[src/verilog/sac_pkg.sv]
// constants for the successive approximation converter sequencer
// assumes a 10 MHz system clock and an apb register bus with 32-bit data
package sac_pkg;

   // ***************************************************************
   // timing
   // ***************************************************************
   localparam int CLK_PERIOD_NS = 100;
   localparam int STAB_TIME_NS  = 7000;
   localparam int STAB_CYCLES   = (STAB_TIME_NS + CLK_PERIOD_NS - 1)
                                  / CLK_PERIOD_NS;
   localparam logic [3:0] SAMPLE_TICKS = 4'h3;
   localparam logic [3:0] CONV_TICKS   = 4'hE;
   localparam int RES_W  = 10;
   localparam int ADDR_W = 12;

   // ***************************************************************
   // register byte offsets
   // ***************************************************************
   localparam logic [11:0] OFS_CSR   = 12'h000;
   localparam logic [11:0] OFS_CR1   = 12'h004;
   localparam logic [11:0] OFS_CR2   = 12'h008;
   localparam logic [11:0] OFS_CR3   = 12'h00C;
   localparam logic [11:0] OFS_DRH   = 12'h010;
   localparam logic [11:0] OFS_DRL   = 12'h014;
   localparam logic [11:0] OFS_HTR   = 12'h018;
   localparam logic [11:0] OFS_LTR   = 12'h01C;
   localparam logic [5:0]  SLOT_PAGE = 6'h01;

   // ***************************************************************
   // field positions
   // ***************************************************************
   localparam int CSR_AWD_IE = 5;
   localparam int CSR_AWD    = 6;
   localparam int CSR_EOC    = 7;
   localparam int CR1_CONVERTER_ON_BIT   = 0;
   localparam int CR1_REPEAT_CONVERSIONS_BIT   = 1;
   localparam int CR1_SPS_LO = 4;
   localparam int CR2_SCAN   = 1;
   localparam int CR2_ALIGN  = 3;
   localparam int CR2_SRC    = 4;
   localparam int CR2_TRGEN  = 6;
   localparam int CR3_OVR    = 6;
   localparam int CR3_BUF    = 7;

   // ***************************************************************
   // reset values
   // ***************************************************************
   localparam logic [9:0] HTR_RST = 10'h3FF;
   localparam logic [9:0] LTR_RST = 10'h000;

   typedef enum logic [1:0] {
      SAC_OFF,
      SAC_STAB,
      SAC_READY,
      SAC_CONV
   } sac_state_type;

   // prescale select to master clock division factor, 2 up to 18
   function automatic logic [4:0] sac_div(input logic [2:0] sel);
      logic [4:0] d;
      d = 5'h02;
      unique case (sel)
         3'h0: d = 5'h02;
         3'h1: d = 5'h03;
         3'h2: d = 5'h04;
         3'h3: d = 5'h06;
         3'h4: d = 5'h08;
         3'h5: d = 5'h0A;
         3'h6: d = 5'h0C;
         3'h7: d = 5'h12;
      endcase
      return d;
   endfunction

endpackage

[src/verilog/sac_top.sv]
// sequencer and register file around a 10-bit sar converter core
// assumes apb master on clk; analog core returns its result at end of
// each conversion; trigger inputs are synchronous single-clock signals
`timescale 1ns/100ps

module sac_top
   import sac_pkg::*;
#(
   parameter int NUM_CH = 16
) (
   // clock and reset
   input  wire logic              clk,
   input  wire logic              srst,
   // apb slave
   input  wire logic              psel,
   input  wire logic              penable,
   input  wire logic              pwrite,
   input  wire logic [ADDR_W-1:0] paddr,
   input  wire logic [31:0]       pwdata,
   output logic      [31:0]       prdata,
   output logic                   pready,
   output logic                   pslverr,
   // start sources
   input  wire logic              timer_trigger_output,
   input  wire logic              external_trigger_pin,
   // analog core
   input  wire logic [RES_W-1:0]  adc_result,
   output logic                   adc_power,
   output logic                   adc_sample,
   output logic      [3:0]        adc_channel,
   // watchdog alert
   output logic                   awd_irq
);

   localparam int PW = (NUM_CH > 1) ? $clog2(NUM_CH) : 1;
   localparam logic [PW-1:0] PTR_LAST = PW'(NUM_CH - 1);
   localparam logic [6:0]    STAB_LAST = 7'(STAB_CYCLES - 1);

   // ***************************************************************
   // state
   // ***************************************************************
   sac_state_type    state_r, state_nxt;
   logic [3:0]       input_select_field_r;
   logic             awd_ie_r, awd_r, eoc_r, ovr_r;
   logic             converter_on_bit_r, repeat_conversions_bit_r;
   logic [2:0]       clock_prescale_select_r;
   logic             scan_r, align_left_r, hw_trigger_enable_r;
   logic             trigger_source_select_r, buffered_mode_enable_r;
   logic [9:0]       htr_r, ltr_r, data_r;
   logic [7:0]       shadow_r;
   logic             pend_r;
   logic [4:0]       pre_cnt_r;
   logic [6:0]       stab_cnt_r;
   logic [3:0]       conv_cnt_r, conv_cnt_nxt;
   logic [3:0]       cur_ch_r;
   logic [PW-1:0]    ptr_r;
   logic             ext_d_r;
   logic [9:0]       result_ring_slots_r [NUM_CH];
   logic [NUM_CH-1:0] unread_r;
   logic [31:0]      prdata_r;
   logic             pready_r, pslverr_r, sample_r;

   // ***************************************************************
   // bus decode
   // ***************************************************************
   wire setup_ph  = psel & ~penable;
   wire access_ok = psel & penable & pready_r;
   wire wr_en     = access_ok & pwrite;
   wire rd_en     = access_ok & ~pwrite;
   wire hit_csr   = paddr == OFS_CSR;
   wire hit_cr1   = paddr == OFS_CR1;
   wire hit_cr2   = paddr == OFS_CR2;
   wire hit_cr3   = paddr == OFS_CR3;
   wire hit_drh   = paddr == OFS_DRH;
   wire hit_drl   = paddr == OFS_DRL;
   wire hit_htr   = paddr == OFS_HTR;
   wire hit_ltr   = paddr == OFS_LTR;
   wire [3:0] slot_idx = paddr[5:2];
   wire hit_slot  = (paddr[11:6] == SLOT_PAGE) && (paddr[1:0] == 2'b00)
                    && (32'(slot_idx) < NUM_CH);
   wire mapped    = hit_csr | hit_cr1 | hit_cr2 | hit_cr3 | hit_drh
                    | hit_drl | hit_htr | hit_ltr | hit_slot;

   // ***************************************************************
   // result formatting
   // ***************************************************************
   wire [7:0] hi_byte = align_left_r ? data_r[9:2]
                                     : {6'h00, data_r[9:8]};
   wire [7:0] lo_byte = align_left_r ? {data_r[1:0], 6'h00}
                                     : data_r[7:0];
   // first byte read depends on alignment; the other comes from shadow
   wire rd_first  = rd_en & (align_left_r ? hit_drh : hit_drl);
   wire rd_second = rd_en & (align_left_r ? hit_drl : hit_drh);
   wire [9:0] slot_q = result_ring_slots_r[slot_idx[PW-1:0]];
   wire [15:0] slot_al = align_left_r ? {slot_q, 6'h00}
                                      : {6'h00, slot_q};

   wire [31:0] rd_word =
      hit_csr  ? {24'h0, eoc_r, awd_r, awd_ie_r, 1'b0,
                  input_select_field_r} :
      hit_cr1  ? {25'h0, clock_prescale_select_r, 2'b00,
                  repeat_conversions_bit_r, converter_on_bit_r} :
      hit_cr2  ? {25'h0, hw_trigger_enable_r, 1'b0,
                  trigger_source_select_r, align_left_r, 1'b0,
                  scan_r, 1'b0} :
      hit_cr3  ? {24'h0, buffered_mode_enable_r, ovr_r, 6'h00} :
      hit_drh  ? {24'h0, (align_left_r ? hi_byte : shadow_r)} :
      hit_drl  ? {24'h0, (align_left_r ? shadow_r : lo_byte)} :
      hit_htr  ? {22'h0, htr_r} :
      hit_ltr  ? {22'h0, ltr_r} :
      hit_slot ? {16'h0, slot_al} : 32'h0000_0000;

   // ***************************************************************
   // converter clock and start conditions
   // ***************************************************************
   wire [4:0] div_last = sac_div(clock_prescale_select_r) - 5'h01;
   wire tick = converter_on_bit_r && (pre_cnt_r == div_last);

   wire csr_wr   = wr_en & hit_csr;
   wire cr1_wr   = wr_en & hit_cr1;
   wire converter_on_bit_set = cr1_wr & pwdata[CR1_CONVERTER_ON_BIT];
   wire sw_start = converter_on_bit_set & converter_on_bit_r;
   wire ext_rise = external_trigger_pin & ~ext_d_r;
   wire hw_event = hw_trigger_enable_r &
                   (trigger_source_select_r ? ext_rise
                                            : timer_trigger_output);
   wire start    = (state_r == SAC_READY) & (sw_start | hw_event);
   wire ch_change = csr_wr && (pwdata[3:0] != input_select_field_r)
                    && (state_r == SAC_CONV);
   wire conv_done = (state_r == SAC_CONV) && tick && !ch_change
                    && (conv_cnt_r == CONV_TICKS - 4'h1);
   wire scan_more = scan_r && (cur_ch_r < input_select_field_r);
   wire [3:0] first_ch = scan_r ? 4'h1 : input_select_field_r;

   // ***************************************************************
   // sequencer
   // ***************************************************************
   always_comb begin
      state_nxt    = state_r;
      conv_cnt_nxt = conv_cnt_r;
      unique case (state_r)
         SAC_OFF: begin
            if (converter_on_bit_set) begin
               state_nxt = SAC_STAB;
            end
         end
         SAC_STAB: begin
            if (stab_cnt_r == STAB_LAST) begin
               state_nxt = SAC_READY;
            end
         end
         SAC_READY: begin
            if (start) begin
               state_nxt    = SAC_CONV;
               conv_cnt_nxt = 4'h0;
            end
         end
         SAC_CONV: begin
            if (ch_change) begin
               conv_cnt_nxt = 4'h0;
            end else if (conv_done) begin
               conv_cnt_nxt = 4'h0;
               if (!scan_more && !repeat_conversions_bit_r) begin
                  state_nxt = SAC_READY;
               end
            end else if (tick) begin
               conv_cnt_nxt = conv_cnt_r + 4'h1;
            end
         end
      endcase
      if (cr1_wr && !pwdata[CR1_CONVERTER_ON_BIT]) begin
         state_nxt = SAC_OFF;
      end
   end

   always_ff @(posedge clk) begin
      if (srst) begin
         state_r    <= SAC_OFF;
         conv_cnt_r <= 4'h0;
         sample_r   <= 1'b0;
      end else begin
         state_r    <= state_nxt;
         conv_cnt_r <= conv_cnt_nxt;
         // sample window counts converter clocks only
         sample_r   <= (state_nxt == SAC_CONV)
                       && (conv_cnt_nxt < SAMPLE_TICKS);
      end
   end

   always_ff @(posedge clk) begin
      // restart the divider on each start so sampling is whole ticks
      if (srst || !converter_on_bit_r || start || ch_change
          || pre_cnt_r == div_last) begin
         pre_cnt_r <= 5'h00;
      end else begin
         pre_cnt_r <= pre_cnt_r + 5'h01;
      end
   end

   always_ff @(posedge clk) begin
      if (srst || state_r != SAC_STAB) begin
         stab_cnt_r <= 7'h00;
      end else begin
         stab_cnt_r <= stab_cnt_r + 7'h01;
      end
   end

   // channel walk: scan advances, continuous scan wraps back to 1
   always_ff @(posedge clk) begin
      if (srst) begin
         cur_ch_r <= 4'h0;
      end else if (ch_change) begin
         cur_ch_r <= pwdata[3:0];
      end else if (start) begin
         cur_ch_r <= first_ch;
      end else if (conv_done) begin
         cur_ch_r <= scan_more ? cur_ch_r + 4'h1 : first_ch;
      end
   end

   // ***************************************************************
   // result ring
   // ***************************************************************
   wire ring_wr   = conv_done & buffered_mode_enable_r;
   wire [PW-1:0] ring_last = scan_r ? PW'(input_select_field_r - 4'h1)
                                    : PTR_LAST;
   wire ring_full = ptr_r == ring_last;

   always_ff @(posedge clk) begin
      if (srst || start) begin
         ptr_r <= '0;
      end else if (ring_wr) begin
         ptr_r <= (ring_full || ptr_r == PTR_LAST) ? '0 : ptr_r + 1'b1;
      end
   end

   generate
      for (genvar i = 0; i < NUM_CH; i++) begin : g_slot
         wire hit_w = ring_wr && (ptr_r == PW'(i));
         wire hit_r = rd_en && hit_slot && (slot_idx == 4'(i));
         always_ff @(posedge clk) begin
            if (srst) begin
               result_ring_slots_r[i] <= 10'h000;
               unread_r[i]            <= 1'b0;
            end else begin
               if (hit_w) begin
                  result_ring_slots_r[i] <= adc_result;
               end
               // new data wins over a read in the same cycle
               unread_r[i] <= hit_w | (unread_r[i] & ~hit_r);
            end
         end
      end
   endgenerate

   wire ovr_hit  = ring_wr & unread_r[ptr_r];
   wire eoc_hit  = conv_done &
                   (buffered_mode_enable_r ? ring_full : 1'b1);
   wire awd_hit  = conv_done &&
                   ((adc_result >= htr_r) || (adc_result <= ltr_r));

   // ***************************************************************
   // data register and shadow
   // ***************************************************************
   always_ff @(posedge clk) begin
      if (srst) begin
         data_r   <= 10'h000;
         shadow_r <= 8'h00;
         pend_r   <= 1'b0;
      end else begin
         if (conv_done) begin
            data_r <= adc_result;
         end
         // a first read holds the shadow until the second read
         pend_r <= rd_first | (pend_r & ~rd_second);
         if (rd_first) begin
            shadow_r <= align_left_r ? lo_byte : hi_byte;
         end else if (!pend_r && conv_done) begin
            shadow_r <= align_left_r ? {adc_result[1:0], 6'h00}
                                     : {6'h00, adc_result[9:8]};
         end
      end
   end

   // ***************************************************************
   // control and status registers
   // ***************************************************************
   always_ff @(posedge clk) begin
      if (srst) begin
         input_select_field_r     <= 4'h0;
         awd_ie_r                 <= 1'b0;
         converter_on_bit_r       <= 1'b0;
         repeat_conversions_bit_r <= 1'b0;
         clock_prescale_select_r  <= 3'h0;
         scan_r                   <= 1'b0;
         align_left_r             <= 1'b0;
         trigger_source_select_r  <= 1'b0;
         hw_trigger_enable_r      <= 1'b0;
         buffered_mode_enable_r   <= 1'b0;
         htr_r                    <= HTR_RST;
         ltr_r                    <= LTR_RST;
      end else begin
         if (csr_wr) begin
            input_select_field_r <= pwdata[3:0];
            awd_ie_r             <= pwdata[CSR_AWD_IE];
         end
         if (cr1_wr) begin
            converter_on_bit_r       <= pwdata[CR1_CONVERTER_ON_BIT];
            repeat_conversions_bit_r <= pwdata[CR1_REPEAT_CONVERSIONS_BIT];
            clock_prescale_select_r  <= pwdata[CR1_SPS_LO +: 3];
         end
         if (wr_en && hit_cr2) begin
            scan_r                  <= pwdata[CR2_SCAN];
            align_left_r            <= pwdata[CR2_ALIGN];
            trigger_source_select_r <= pwdata[CR2_SRC];
            hw_trigger_enable_r     <= pwdata[CR2_TRGEN];
         end
         if (wr_en && hit_cr3) begin
            buffered_mode_enable_r <= pwdata[CR3_BUF];
         end
         if (wr_en && hit_htr) begin
            htr_r <= pwdata[9:0];
         end
         if (wr_en && hit_ltr) begin
            ltr_r <= pwdata[9:0];
         end
      end
   end

   // sticky flags: writing 0 clears, a hardware set in the same cycle wins
   always_ff @(posedge clk) begin
      if (srst) begin
         eoc_r <= 1'b0;
         awd_r <= 1'b0;
         ovr_r <= 1'b0;
      end else begin
         eoc_r <= eoc_hit | (eoc_r & ~(csr_wr & ~pwdata[CSR_EOC]));
         awd_r <= awd_hit | (awd_r & ~(csr_wr & ~pwdata[CSR_AWD]));
         ovr_r <= ovr_hit |
                  (ovr_r & ~(wr_en & hit_cr3 & ~pwdata[CR3_OVR]));
      end
   end

   // ***************************************************************
   // bus answer and outputs
   // ***************************************************************
   // one flopped answer per transfer: data captured in setup cycle
   always_ff @(posedge clk) begin
      if (srst) begin
         prdata_r  <= 32'h0000_0000;
         pready_r  <= 1'b0;
         pslverr_r <= 1'b0;
         ext_d_r   <= 1'b0;
         awd_irq   <= 1'b0;
      end else begin
         pready_r  <= setup_ph;
         pslverr_r <= setup_ph & ~mapped;
         if (setup_ph) begin
            prdata_r <= pwrite ? 32'h0000_0000 : rd_word;
         end
         ext_d_r <= external_trigger_pin;
         awd_irq <= awd_ie_r &
                    (awd_hit | (awd_r & ~(csr_wr & ~pwdata[CSR_AWD])));
      end
   end

   assign prdata      = prdata_r;
   assign pready      = pready_r;
   assign pslverr     = pslverr_r;
   assign adc_power   = converter_on_bit_r;
   assign adc_sample  = sample_r;
   assign adc_channel = cur_ch_r;

endmodule // sac_top

[config.mk]
export PLATFORM = sky130hd
export DESIGN_NAME = sac_top
export DESIGN_NICKNAME = d
export VERILOG_FILES = /design/src/verilog/sac_pkg.sv /design/src/verilog/sac_top.sv
export SDC_FILE = /design/constraint.sdc
export NUM_CORES = 1
export LEC_CHECK = 0
export ABC_AREA = 1
export BUFFER_PORTS_ARGS = -buffer_cell sky130_fd_sc_hd__buf_2
export CORE_MARGIN = 2
export CORE_UTILIZATION = 61
export CTS_CLUSTER_SIZE = 40
export DETAILED_ROUTE_END_ITERATION = 7
export PLACE_DENSITY_LB_ADDON = 0.1
export SLEW_MARGIN = 15
export SYNTH_ARGS = -nofsm -noshare
export SYNTH_HDL_FRONTEND = slang
export SYNTH_SLANG_ARGS = --single-unit
[constraint.sdc]
create_clock -name clk -period 3.54 [get_ports clk]
set_input_delay 0.177 -clock clk [delete_from_list [all_inputs] [get_ports clk]]
set_output_delay 0.177 -clock clk [all_outputs]
set_load 0.1 [all_outputs]
== Yosys cells after proc, flatten, opt, wreduce, memory -nomap -nowiden ==
Memories as Yosys holds them, arrays and structs flattened. A register that Yosys moved wholly into a read port is not among the register bits.
Index checks and enable logic that the tools add are counted.

* Bits in registers: 136
* Memory bits (writable): 160
* Bits in read-only memories: 40
* Input bits: 61
* Logic and storage cells: 406
* Memories: 2

{| class="wikitable"
|+ Memory list
! name !! words !! width !! read ports !! clocked after memory_dff !! write ports !! line !! source
|-
| result_ring_slots_r || 16 || 10 || 1 || 0 || 16 || sac_top.sv:58 || <nowiki>logic [9:0] result_ring_slots_r [NUM_CH];</nowiki>
|-
| (no name shown) || 8 || 5 || 1 || 1 || 0 || sac_pkg.sv:63 || <nowiki>unique case (sel)</nowiki>
|}

* Add/subtract/negate cells: 7
* $lt $le $gt $ge: 5
* Eq/ne operators: 48
* Multiplexer cells: 113
* Bitwise logic cells: 114
* Reduce and logical (&&, ||, !) cells: 71

{| class="wikitable"
|+ Operator list
! cell !! number
|-
| two-way mux 16 bit || 11
|-
| two-way mux 10 bit || 16
|-
| == test 4 bit (second input constant) || 17
|-
| two-way mux 8 bit || 8
|-
| two-way mux 1 bit || 55
|-
| logical AND 1 bit || 50
|-
| == test 12 x 5 -> 1 bit (second input constant) || 4
|-
| bitwise OR 1 bit || 45
|-
| two-way mux 4 bit || 11
|-
| bitwise AND 1 bit || 43
|-
| == test 4 x 3 -> 1 bit (second input constant) || 8
|-
| inverter 1 bit || 26
|-
| == test 12 x 4 -> 1 bit (second input constant) || 2
|-
| == test 4 x 2 -> 1 bit (second input constant) || 4
|-
| two-way mux 2 bit || 7
|-
| adder 4 x 1 -> 4 bit (second input constant) || 3
|-
| == test 12 x 3 -> 1 bit (second input constant) || 1
|-
| logical NOT 12 bit || 1
|-
| >= comparator 10 bit || 1
|-
| <= comparator 10 bit || 1
|-
| == test 4 x 1 -> 1 bit (second input constant) || 2
|-
| logical NOT 4 bit || 2
|-
| logical OR 1 bit || 8
|-
| case mux 2 bit (4 select lines) || 1
|-
| other kinds (22) || 31
|}

== Longest topological paths before layout ==
Gate-level depths: netlist (run 1).

* Word-level depth: 15
* Depth in mapped cells: 19

== Worst setup path after synthesis (run 1) ==
Ideal clock, no wire load.

* Kind: register to register
* Start point: register converter_on_bit_r (netlist: adc_power)
* End point: memory result_ring_slots_r[11][0] (enable)
* Arrival time: 2.623 ns
* Data required time: 3.149 ns
* Setup slack: 0.526 ns
* Cell stages (with the launch flop): 7
* Path buffers: 0
* Period minus slack after synthesis: 3.014 ns
* Path through: dfxtp_1 > nand3_1 > clkinv_1 > nand3_4 > nor2_8 > nand2_4 > o21ai_0

{| class="wikitable"
|+ RTL lines
! item !! line !! source
|-
| from (decl) || sac_top.sv:45 || <nowiki>logic converter_on_bit_r, repeat_conversions_bit_r;</nowiki>
|-
| from (signal assigned) || sac_top.sv:308 || <nowiki>converter_on_bit_r <= pwdata[CR1_CONVERTER_ON_BIT];</nowiki>
|-
| to (decl) || sac_top.sv:58 ||
|}

==> results of run 1 <==
-- report_power, final --
part | switching, W | internal [W]
clock | 0.00125 | 0.00170
combinational | 0.000409 | 0.000121
sequential | 0.0000269 | 0.00358
-- synthesized netlist by cell type, drive strengths merged, types with 13 or more instances --
master,instances
buf,42
nor2,261
nand3,68
edfxtp,160
o21ai,125
nor3,17
nand4,19
xor2,14
o22ai,13
a21oi,83
clkinv,17
dfxtp,125
nand2,397
a22oi,41
clkbuf,49
inv,135
ha,35
o31ai,17
-- state kept, by name, summed over array words and instances, names as in the netlist, 3 cells and up, named ones only --
name / cells
result_ring_slots_r: 160
prdata: 16
unread_r: 16
data_r: 10
htr_r: 10
ltr_r: 10
shadow_r: 8
stab_cnt_r: 7
pre_cnt_r: 5
adc_channel: 4
conv_cnt_r: 4
input_select_field_r: 4
ptr_r: 4
clock_prescale_select_r: 3
-- layer usage --
layer  GRT usage [%]  routed length [um]
met3           6.111                3801
met5               0                   0
met4           9.000                1098
met2           50.02               17590
met1           46.55               16570
-- worst paths after layout --
kind,cells past startpoint,start,slack [ns],endpoint
max,13,flip-flop,0.53,result_ring_slots_r[3][0]
min,3,pwdata[1],0.02,htr_r[1]
max reg2reg,13,flip-flop,0.53,result_ring_slots_r[3][0]
min reg2reg,2,htr_r[3],0.46,htr_r[3]
-- cell usage in the layout (no fill, tap or decap), drive strengths merged, types with 19 or more instances in the layout --
cell type,instances
buf,98
nand2,397
nor2,261
clkinv,21
inv,136
edfxtp,160
dfxtp,125
ha,35
o21ai,125
a22oi,41
a21oi,83
nand4,19
nand3,68
clkbuf,45
-- through the flow --
step	hold WS, ns	std cells
after floorplan	0.3016	1687
after global placement	0.3971	1979
after detailed placement	0.4077	1979
after CTS	0.0008823	2039
after global routing	0.02555	2039
final	0.01516	2039
-- worst max-delay path: stages (launching register included) --
cell and delay (ns):
dfxtp_1 0.35, inv_1 0.07, ha_1 0.29, or2_2 0.11, nand4_1 0.09, a211oi_2 0.24, nand3_1 0.15, clkinv_1 0.17
nand3_4 0.20, nor2_8 0.25, nand2_4 0.13, inv_2 0.12, nand3_1 0.45, nor2_2 0.22
-- logic make-up (layout without fill, tap and decap cells) --
| group | Yosys count | in the layout |
|---|---|---|
| flops | 285 | 285 |
| compound gates | 315 | 315 |
| simple gates | 772 | 772 |
| buf+inv | 243 | 310 |
| xor+xnor | 20 | 20 |
| other cells | 1 | 16 |
| fa+ha+maj | 35 | 35 |
| mux | 1 | 1 |
-- final cells by class --
class,instances,area (um2)
clock buffers,45,845.8
clock inverters,7,62.56
fillers,1865,7054
inverters,152,570.5
multi-input cells,1159,5786
flip-flops and latches,285,7307
well taps,285,356.6
repair buffers,106,658.1
==> summary.md, run 1 <==
| Metric | Value |
|---|---|
| Async set or reset register ratio after synthesis | 0% |
| Initial antenna violation count | 0 |
| Fmax | between 0.3 and 0.4 GHz |
| Synth unique cells | between 50 and 60 |
| Slew Viols, Final | 0 |
| DR iter-0 viols | approximately 1,200 |
| Xor/xnor cell area share of the yosys netlist | 1.246% |
| Post-synth EDFFs | 160 |
| PwrDens | 455.1 mW/mm2 |
| Crit share post-route | 84.99% |
| Final Hold Viols | 0 |
| Fin nets | 1,829 |
| Yosys reg bits | approximately 290 |
| Die Area | 0.02429 mm2 |
| Top Ports | between 100 and 150 |
| Vias in the first global route | between 10,000 and 15,000 |
| Worst-path maximum fanout | 11 |
| Final setup fails | 0 |
| Adder-cell area share of the yosys netlist | 3.114% |
| Initial core utilization | between 60% and 70% |
| Port Buffers | 63 |
| Worst-path clk slew | 0.06 ns |
| Post-DRT Antenna Nets | 0 |
| Lkg Pwr | 6.549 nW |
| Mean Syn Cell Area | 8.411 um2 |
| Detailed Route WL | slightly below 40,000 um |
| Crit path kind | reg -> reg |
| First-pass GRT wire length | about 60,000 um |
| Setup bufs post-CTS | 0 |
| Area share of the largest cell type after synthesis | 34.16% |
| Main combinational cell family by area after synthesis | simple AND/OR/NAND/NOR gates |
| Post-DR wirelength/cell | roughly 19 um |
| Synthesis Warnings | 0 |
| Area delta synth->final | 10.83% |
| Syn Inst Count | 1,672 |
| TritonRoute pass-1 iters | 8 |
| Layout cells sized above 1 | a little under an eighth |
| WP data required | ~4 ns |
| Arrival @ worst endpoint | around 3.4 ns |
| Clk Latency, worst-skew pair | ~0.56 ns |
| Vias | 11,981 |
| Pin count of the biggest net entering global routing | slightly below 60 |
| Max cap viols | 0 |
| Mux cell area share after synthesis | less than 1% |
| Sum of negative setup slack | 0 ns |
| Clock skew | approximately 0.025 ns |
| CTS Buf Count | 29 |
| Clock sinks | between 200 and 300 |
| Final worst slack | 0.5312 ns |
| Max H-tree Level | 1 |
| Crit start category | flip-flop |
| Final global-route overflow total | 0 |
| Vias per cell | about 5.9 |
| Root cell of the clock tree | clkbuf_16 |
| Routability Congestion | 0.9789 |
| CTS Hold Bufs | 8 |
| ANT cells | 0 |
| Total GRT Usage | between 30% and 40% |
| Final Cell Area | around 0.016 mm2 |
| Max Root-Sink Buffers | 3 |
| Seq/Total Area, Yosys | 51.96% |
| Worst min-delay path category | in -> reg |
| Setup WS pre-CTS | approximately 0.5 ns |
| Utilization after layout | 68.84% |
| Crit path capture type | flip-flop |
| Core ar. | about 0.023 mm2 |
| Top FF cell, synth | edfxtp_1 |
| DP Wirelength | 26,830 um |
| Worst Tran Pin Value | around 0.88 ns |
| Area of the mapped netlist | 0.01406 mm2 |
| Standard-cell rows | 55 |
| DP Area | 0.01460 mm2 |
| Post-synth top area cell | edfxtp_1 |
| DRC | 0 |
| Top cells by area, synth | edfxtp_1, dfxtp_1, nand2_1 |
| Compound-cell area share of the yosys netlist | approximately an eighth |
| RSZ-0062 raised after global routing | no |
| Die W | around 160 um |
| Die Ht | around 160 um |
| TritonCTS clock tree | built |
| Status | finished, final reports clean |
| Cells resized by post-CTS repair | 0 |
| Design Power | between 0.007 and 0.008 W |
| Crit path time final | ~3.0 ns |
| VDD IR max | 0.0003585 V |
| Relative slew margins | between 40% and 50% |
| Simple-Gate Fraction of Synth Area | between 20% and 30% |
Note: power is estimated with default switching activity, not from simulation.
==> inputs of run 2 (changes only) <==
- clock period: 3.54 -> 2.9 ns (I/O delays scaled with it)
==> summary.md, run 2 (synthesis results as in run 1) <==
| Metric | Value |
|---|---|
| Status | finished, final reports clean (unchanged) |
| Reg2reg end | result_ring_slots_r[11][4] (was result_ring_slots_r[3][0]) |
| Crit path kind | reg -> reg (unchanged) |
| Max Root-Sink Buffers | 3 (unchanged) |
| Final global-route overflow total | 0 (unchanged) |
| WP data required | 3.30 ns (was 3.92 ns) |
| VDD IR max | 0.0006841 V (was 0.0003585 V) |
| Initial core utilization | 62.12% (unchanged) |
| Routability Congestion | 0.9674 (was 0.9789) |
| Hold Path Cell Cnt | 4 (was 3) |
| PwrDens | 570.3 mW/mm2 (was 455.1 mW/mm2) |
| Post-DRT Antenna Nets | 0 (unchanged) |
| First-pass GRT wire length | 62,410 um (was 60,370 um) |
| Sum of negative setup slack | 0 ns (unchanged) |
| Register-to-Register Path Depth | 14 (was 13) |
| Hold slack | 0.06725 ns (was 0.01516 ns) |
| Fillers | 1,790 (was 1,865) |
| Internal cell power | 0.007019 W (was 0.005403 W) |
| Standard-cell rows | 55 (unchanged) |
| Worst-path maximum fanout | 7 (was 11) |
| DRC | 0 (unchanged) |
| Root cell of the clock tree | clkbuf_16 (unchanged) |
| Slew Viols, Final | 0 (unchanged) |
| Switching Fraction | 23.51% (was 23.82%) |
| CTS Buf Count | 30 (was 29) |
| Port Buffers | 63 (unchanged) |
| Layout cells sized above 1 | 13.78% (was 11.52%) |
| Clock skew | 0.008809 ns (was 0.02455 ns) |
| DP Wirelength | 27,660 um (was 26,830 um) |
| Die W | 155.8 um (unchanged) |
| Crit start category | flip-flop (unchanged) |
| Crit-path slowest cell | dfxtp_1 (was nand3_1) |
| Min-delay src | pwdata[3] (was pwdata[1]) |
| TritonRoute pass-1 iters | 6 (was 8) |
| Multi-input logic area | 0.005936 mm2 (was 0.005786 mm2) |
| Hold path endpoint | htr_r[3] (was htr_r[1]) |
| Crit path cell chain | inv_1, ha_1, or2_2, nand4_1, a211oi_2, nand3_1, inv_2, nand3_4, nor2_8, nand2_4, inv_2, nand3_2, buf_4, nor2_2 (was inv_1, ha_1, or2_2, nand4_1, a211oi_2, nand3_1, clkinv_1, nand3_4, nor2_8, nand2_4, inv_2, nand3_1, nor2_2) |
| Crit path capture type | flip-flop (unchanged) |
| Initial antenna violation count | 0 (unchanged) |
| Top Ports | 102 (unchanged) |
| Register area | 0.007308 mm2 (was 0.007307 mm2) |
| Die Area | 0.02429 mm2 (unchanged) |
| Core ar. | 0.02264 mm2 (unchanged) |
| Lkg Pwr | 6.743 nW (was 6.549 nW) |
| Clk Latency, worst-skew pair | 0.56 ns (about the same) |
| Clock Power Share | 44.6% (was 41.7%) |
| Reg2Reg Setup Slack | 0.07 ns (was 0.53 ns) |
| Vias in the first global route | 11,229 (was 10,959) |
| Max H-tree Level | 1 (unchanged) |
| DR iter-0 viols | 1,666 (was 1,248) |
| Area delta synth->final | 14.41% (was 10.83%) |
| Buffers & Inverters on Critical Path | 4 (was 3) |
| TritonCTS clock tree | built (unchanged) |
| Crit share post-route | 97.54% (was 84.99%) |
| Vias per cell | 5.924 (was 5.876) |
| Detailed Route WL | 40,950 um (was 39,060 um) |
| ANT cells | 0 (unchanged) |
| Relative slew margins | 37.69% (was 40.73%) |
| Final setup fails | 0 (unchanged) |
| Final Hold Viols | 0 (unchanged) |
| Sequential share of power | 48.0% (was 50.8%) |
| Most frequent cells in the layout | nand2_1, nor2_1, edfxtp_1 (unchanged) |
| Clock sinks | 285 (unchanged) |
| Setup WS pre-CTS | -0.03451 ns (was 0.5072 ns) |
| Fmax | 0.3535 GHz (was 0.3324 GHz) |
| Post-DR wirelength/cell | 19.85 um (was 19.16 um) |
| Largest reg by FF count | result_ring_slots_r (unchanged) |
| Slowest cell delay on critical path | 0.35 ns (was 0.45 ns) |
| Commonest non-fill, non-tap cell in the layout | nand2_1 (unchanged) |
| RSZ-0062 raised after global routing | no (unchanged) |
| Max reg flops | 160 (unchanged) |
| Switching pwr | 0.002157 W (was 0.001690 W) |
| Pin count of the biggest net entering global routing | 46 (was 58) |
| Worst-path clk slew | 0.06 ns (about the same) |
| CP dominant cell by count | inv_2 (was nand3_1) |
| Die Ht | 155.8 um (unchanged) |
| Max cap viols | 0 (unchanged) |
| Comb power frac | 7.4% (was 7.5%) |
| Fin nets | 1,852 (was 1,829) |
| Crit path time final | 2.829 ns (was 3.009 ns) |
| Worst Tran Pin Value | 0.9289 ns (was 0.8836 ns) |
| Total GRT Usage | 33.46% (was 32.20%) |
| DP Area | 0.01472 mm2 (was 0.01460 mm2) |
| Worst min-delay path category | in -> reg (unchanged) |
| Vias | 12,221 (was 11,981) |
| Arrival @ worst endpoint | 3.23 ns (was 3.39 ns) |
| Final Cell Area | 0.01609 mm2 (was 0.01559 mm2) |
| Crit path max-delay family | simple AND/OR/NAND/NOR gates (unchanged) |
| Final worst slack | 0.07138 ns (was 0.5312 ns) |
-- run 2: changes by cell type in the layout (fill, tap and decap cells not counted), sizes merged --
cell | previous run | this run
clkinv | 21 | 25
inv | 136 | 137
buf | 98 | 116
bufinv | 1 | 5
dlygate4sd3 | 8 | 11
clkbuf | 45 | 39
-- run 2: cell type report --
cell class | count | area share, %
clock buffers | 38 | 5.241
repair buffers | 128 | 5.365
inverters | 152 | 3.577
flip-flops and latches | 285 | 45.42
clock inverters | 16 | 1.291
multi-input cells | 1159 | 36.89
well taps | 285 | 2.216
-- run 2: per-stage QoR --
step / util (%) / power (W) / instances
final: 71.07 / 0.009176 / 2063
after global routing: 71.07 / 0.009377 / 2063
after CTS: 70.20 / 0.009171 / 2057
after detailed placement: 65.02 / 0.005132 / 1992
after global placement: 65.02 / 0.005121 / 1992
after floorplan: - / 0.004895 / 1687
-- run 2: how the worst max path moves through the flow --
stage               from                          to  slack [ns]  depth (start not counted)
6_report       flip-flop  result_ring_slots_r[11][4]        0.07                         14
5_1_grt        flip-flop   result_ring_slots_r[1][2]       0.004                         12
4_1_cts        flip-flop   result_ring_slots_r[8][6]       -0.04                         13
3_5_place_dp   flip-flop   result_ring_slots_r[3][0]       -0.03                         12
3_3_place_gp   flip-flop   result_ring_slots_r[3][0]        0.03                         12
2_1_floorplan  flip-flop  result_ring_slots_r[11][0]       -0.02                         11
-- run 2: per-layer routing --
layer | up-vias | global-route usage [%] | wire length [um]
met5 | - | 0 | 0
met4 | 0 | 10.14 | 1246
met1 | 5691 | 49.36 | 16770
li1 | 5732 | - | -
met3 | 110 | 5.972 | 4686
met2 | 688 | 50.78 | 18240
-- run 2: timing repair --
action / CTS / global route
buffers inserted: 0 / 4
pin swaps: 0 / 2
endpoints found under the hold margin: 22 / 0
setup endpoints to repair: 61 / 294
cloned: 0 / 2
resized for setup: 3 / 37
hold buffers: 11 / 0
-- run 2: power groups by stage --
stage | sequential [W] | clock [W] | combinational [W]
2_1_floorplan | 0.00449 | 0 | 0.000405
3_3_place_gp | 0.00449 | 0 | 0.000636
3_5_place_dp | 0.00449 | 0 | 0.000642
4_1_cts | 0.00440 | 0.00411 | 0.000657
5_1_grt | 0.00441 | 0.00424 | 0.000727
6_report | 0.00440 | 0.00409 | 0.000683
-- run 2: worst register-to-register path, delay by kind of cell (launching register included) --
family                   cells  cell delay [ns]
AO/OA/AOI/OAI                1             0.27
AND/OR/NAND/NOR              8             1.12
buffers and inverters        4             0.64
adder cells (fa/ha/maj)      1             0.31
flip-flops                   1             0.35
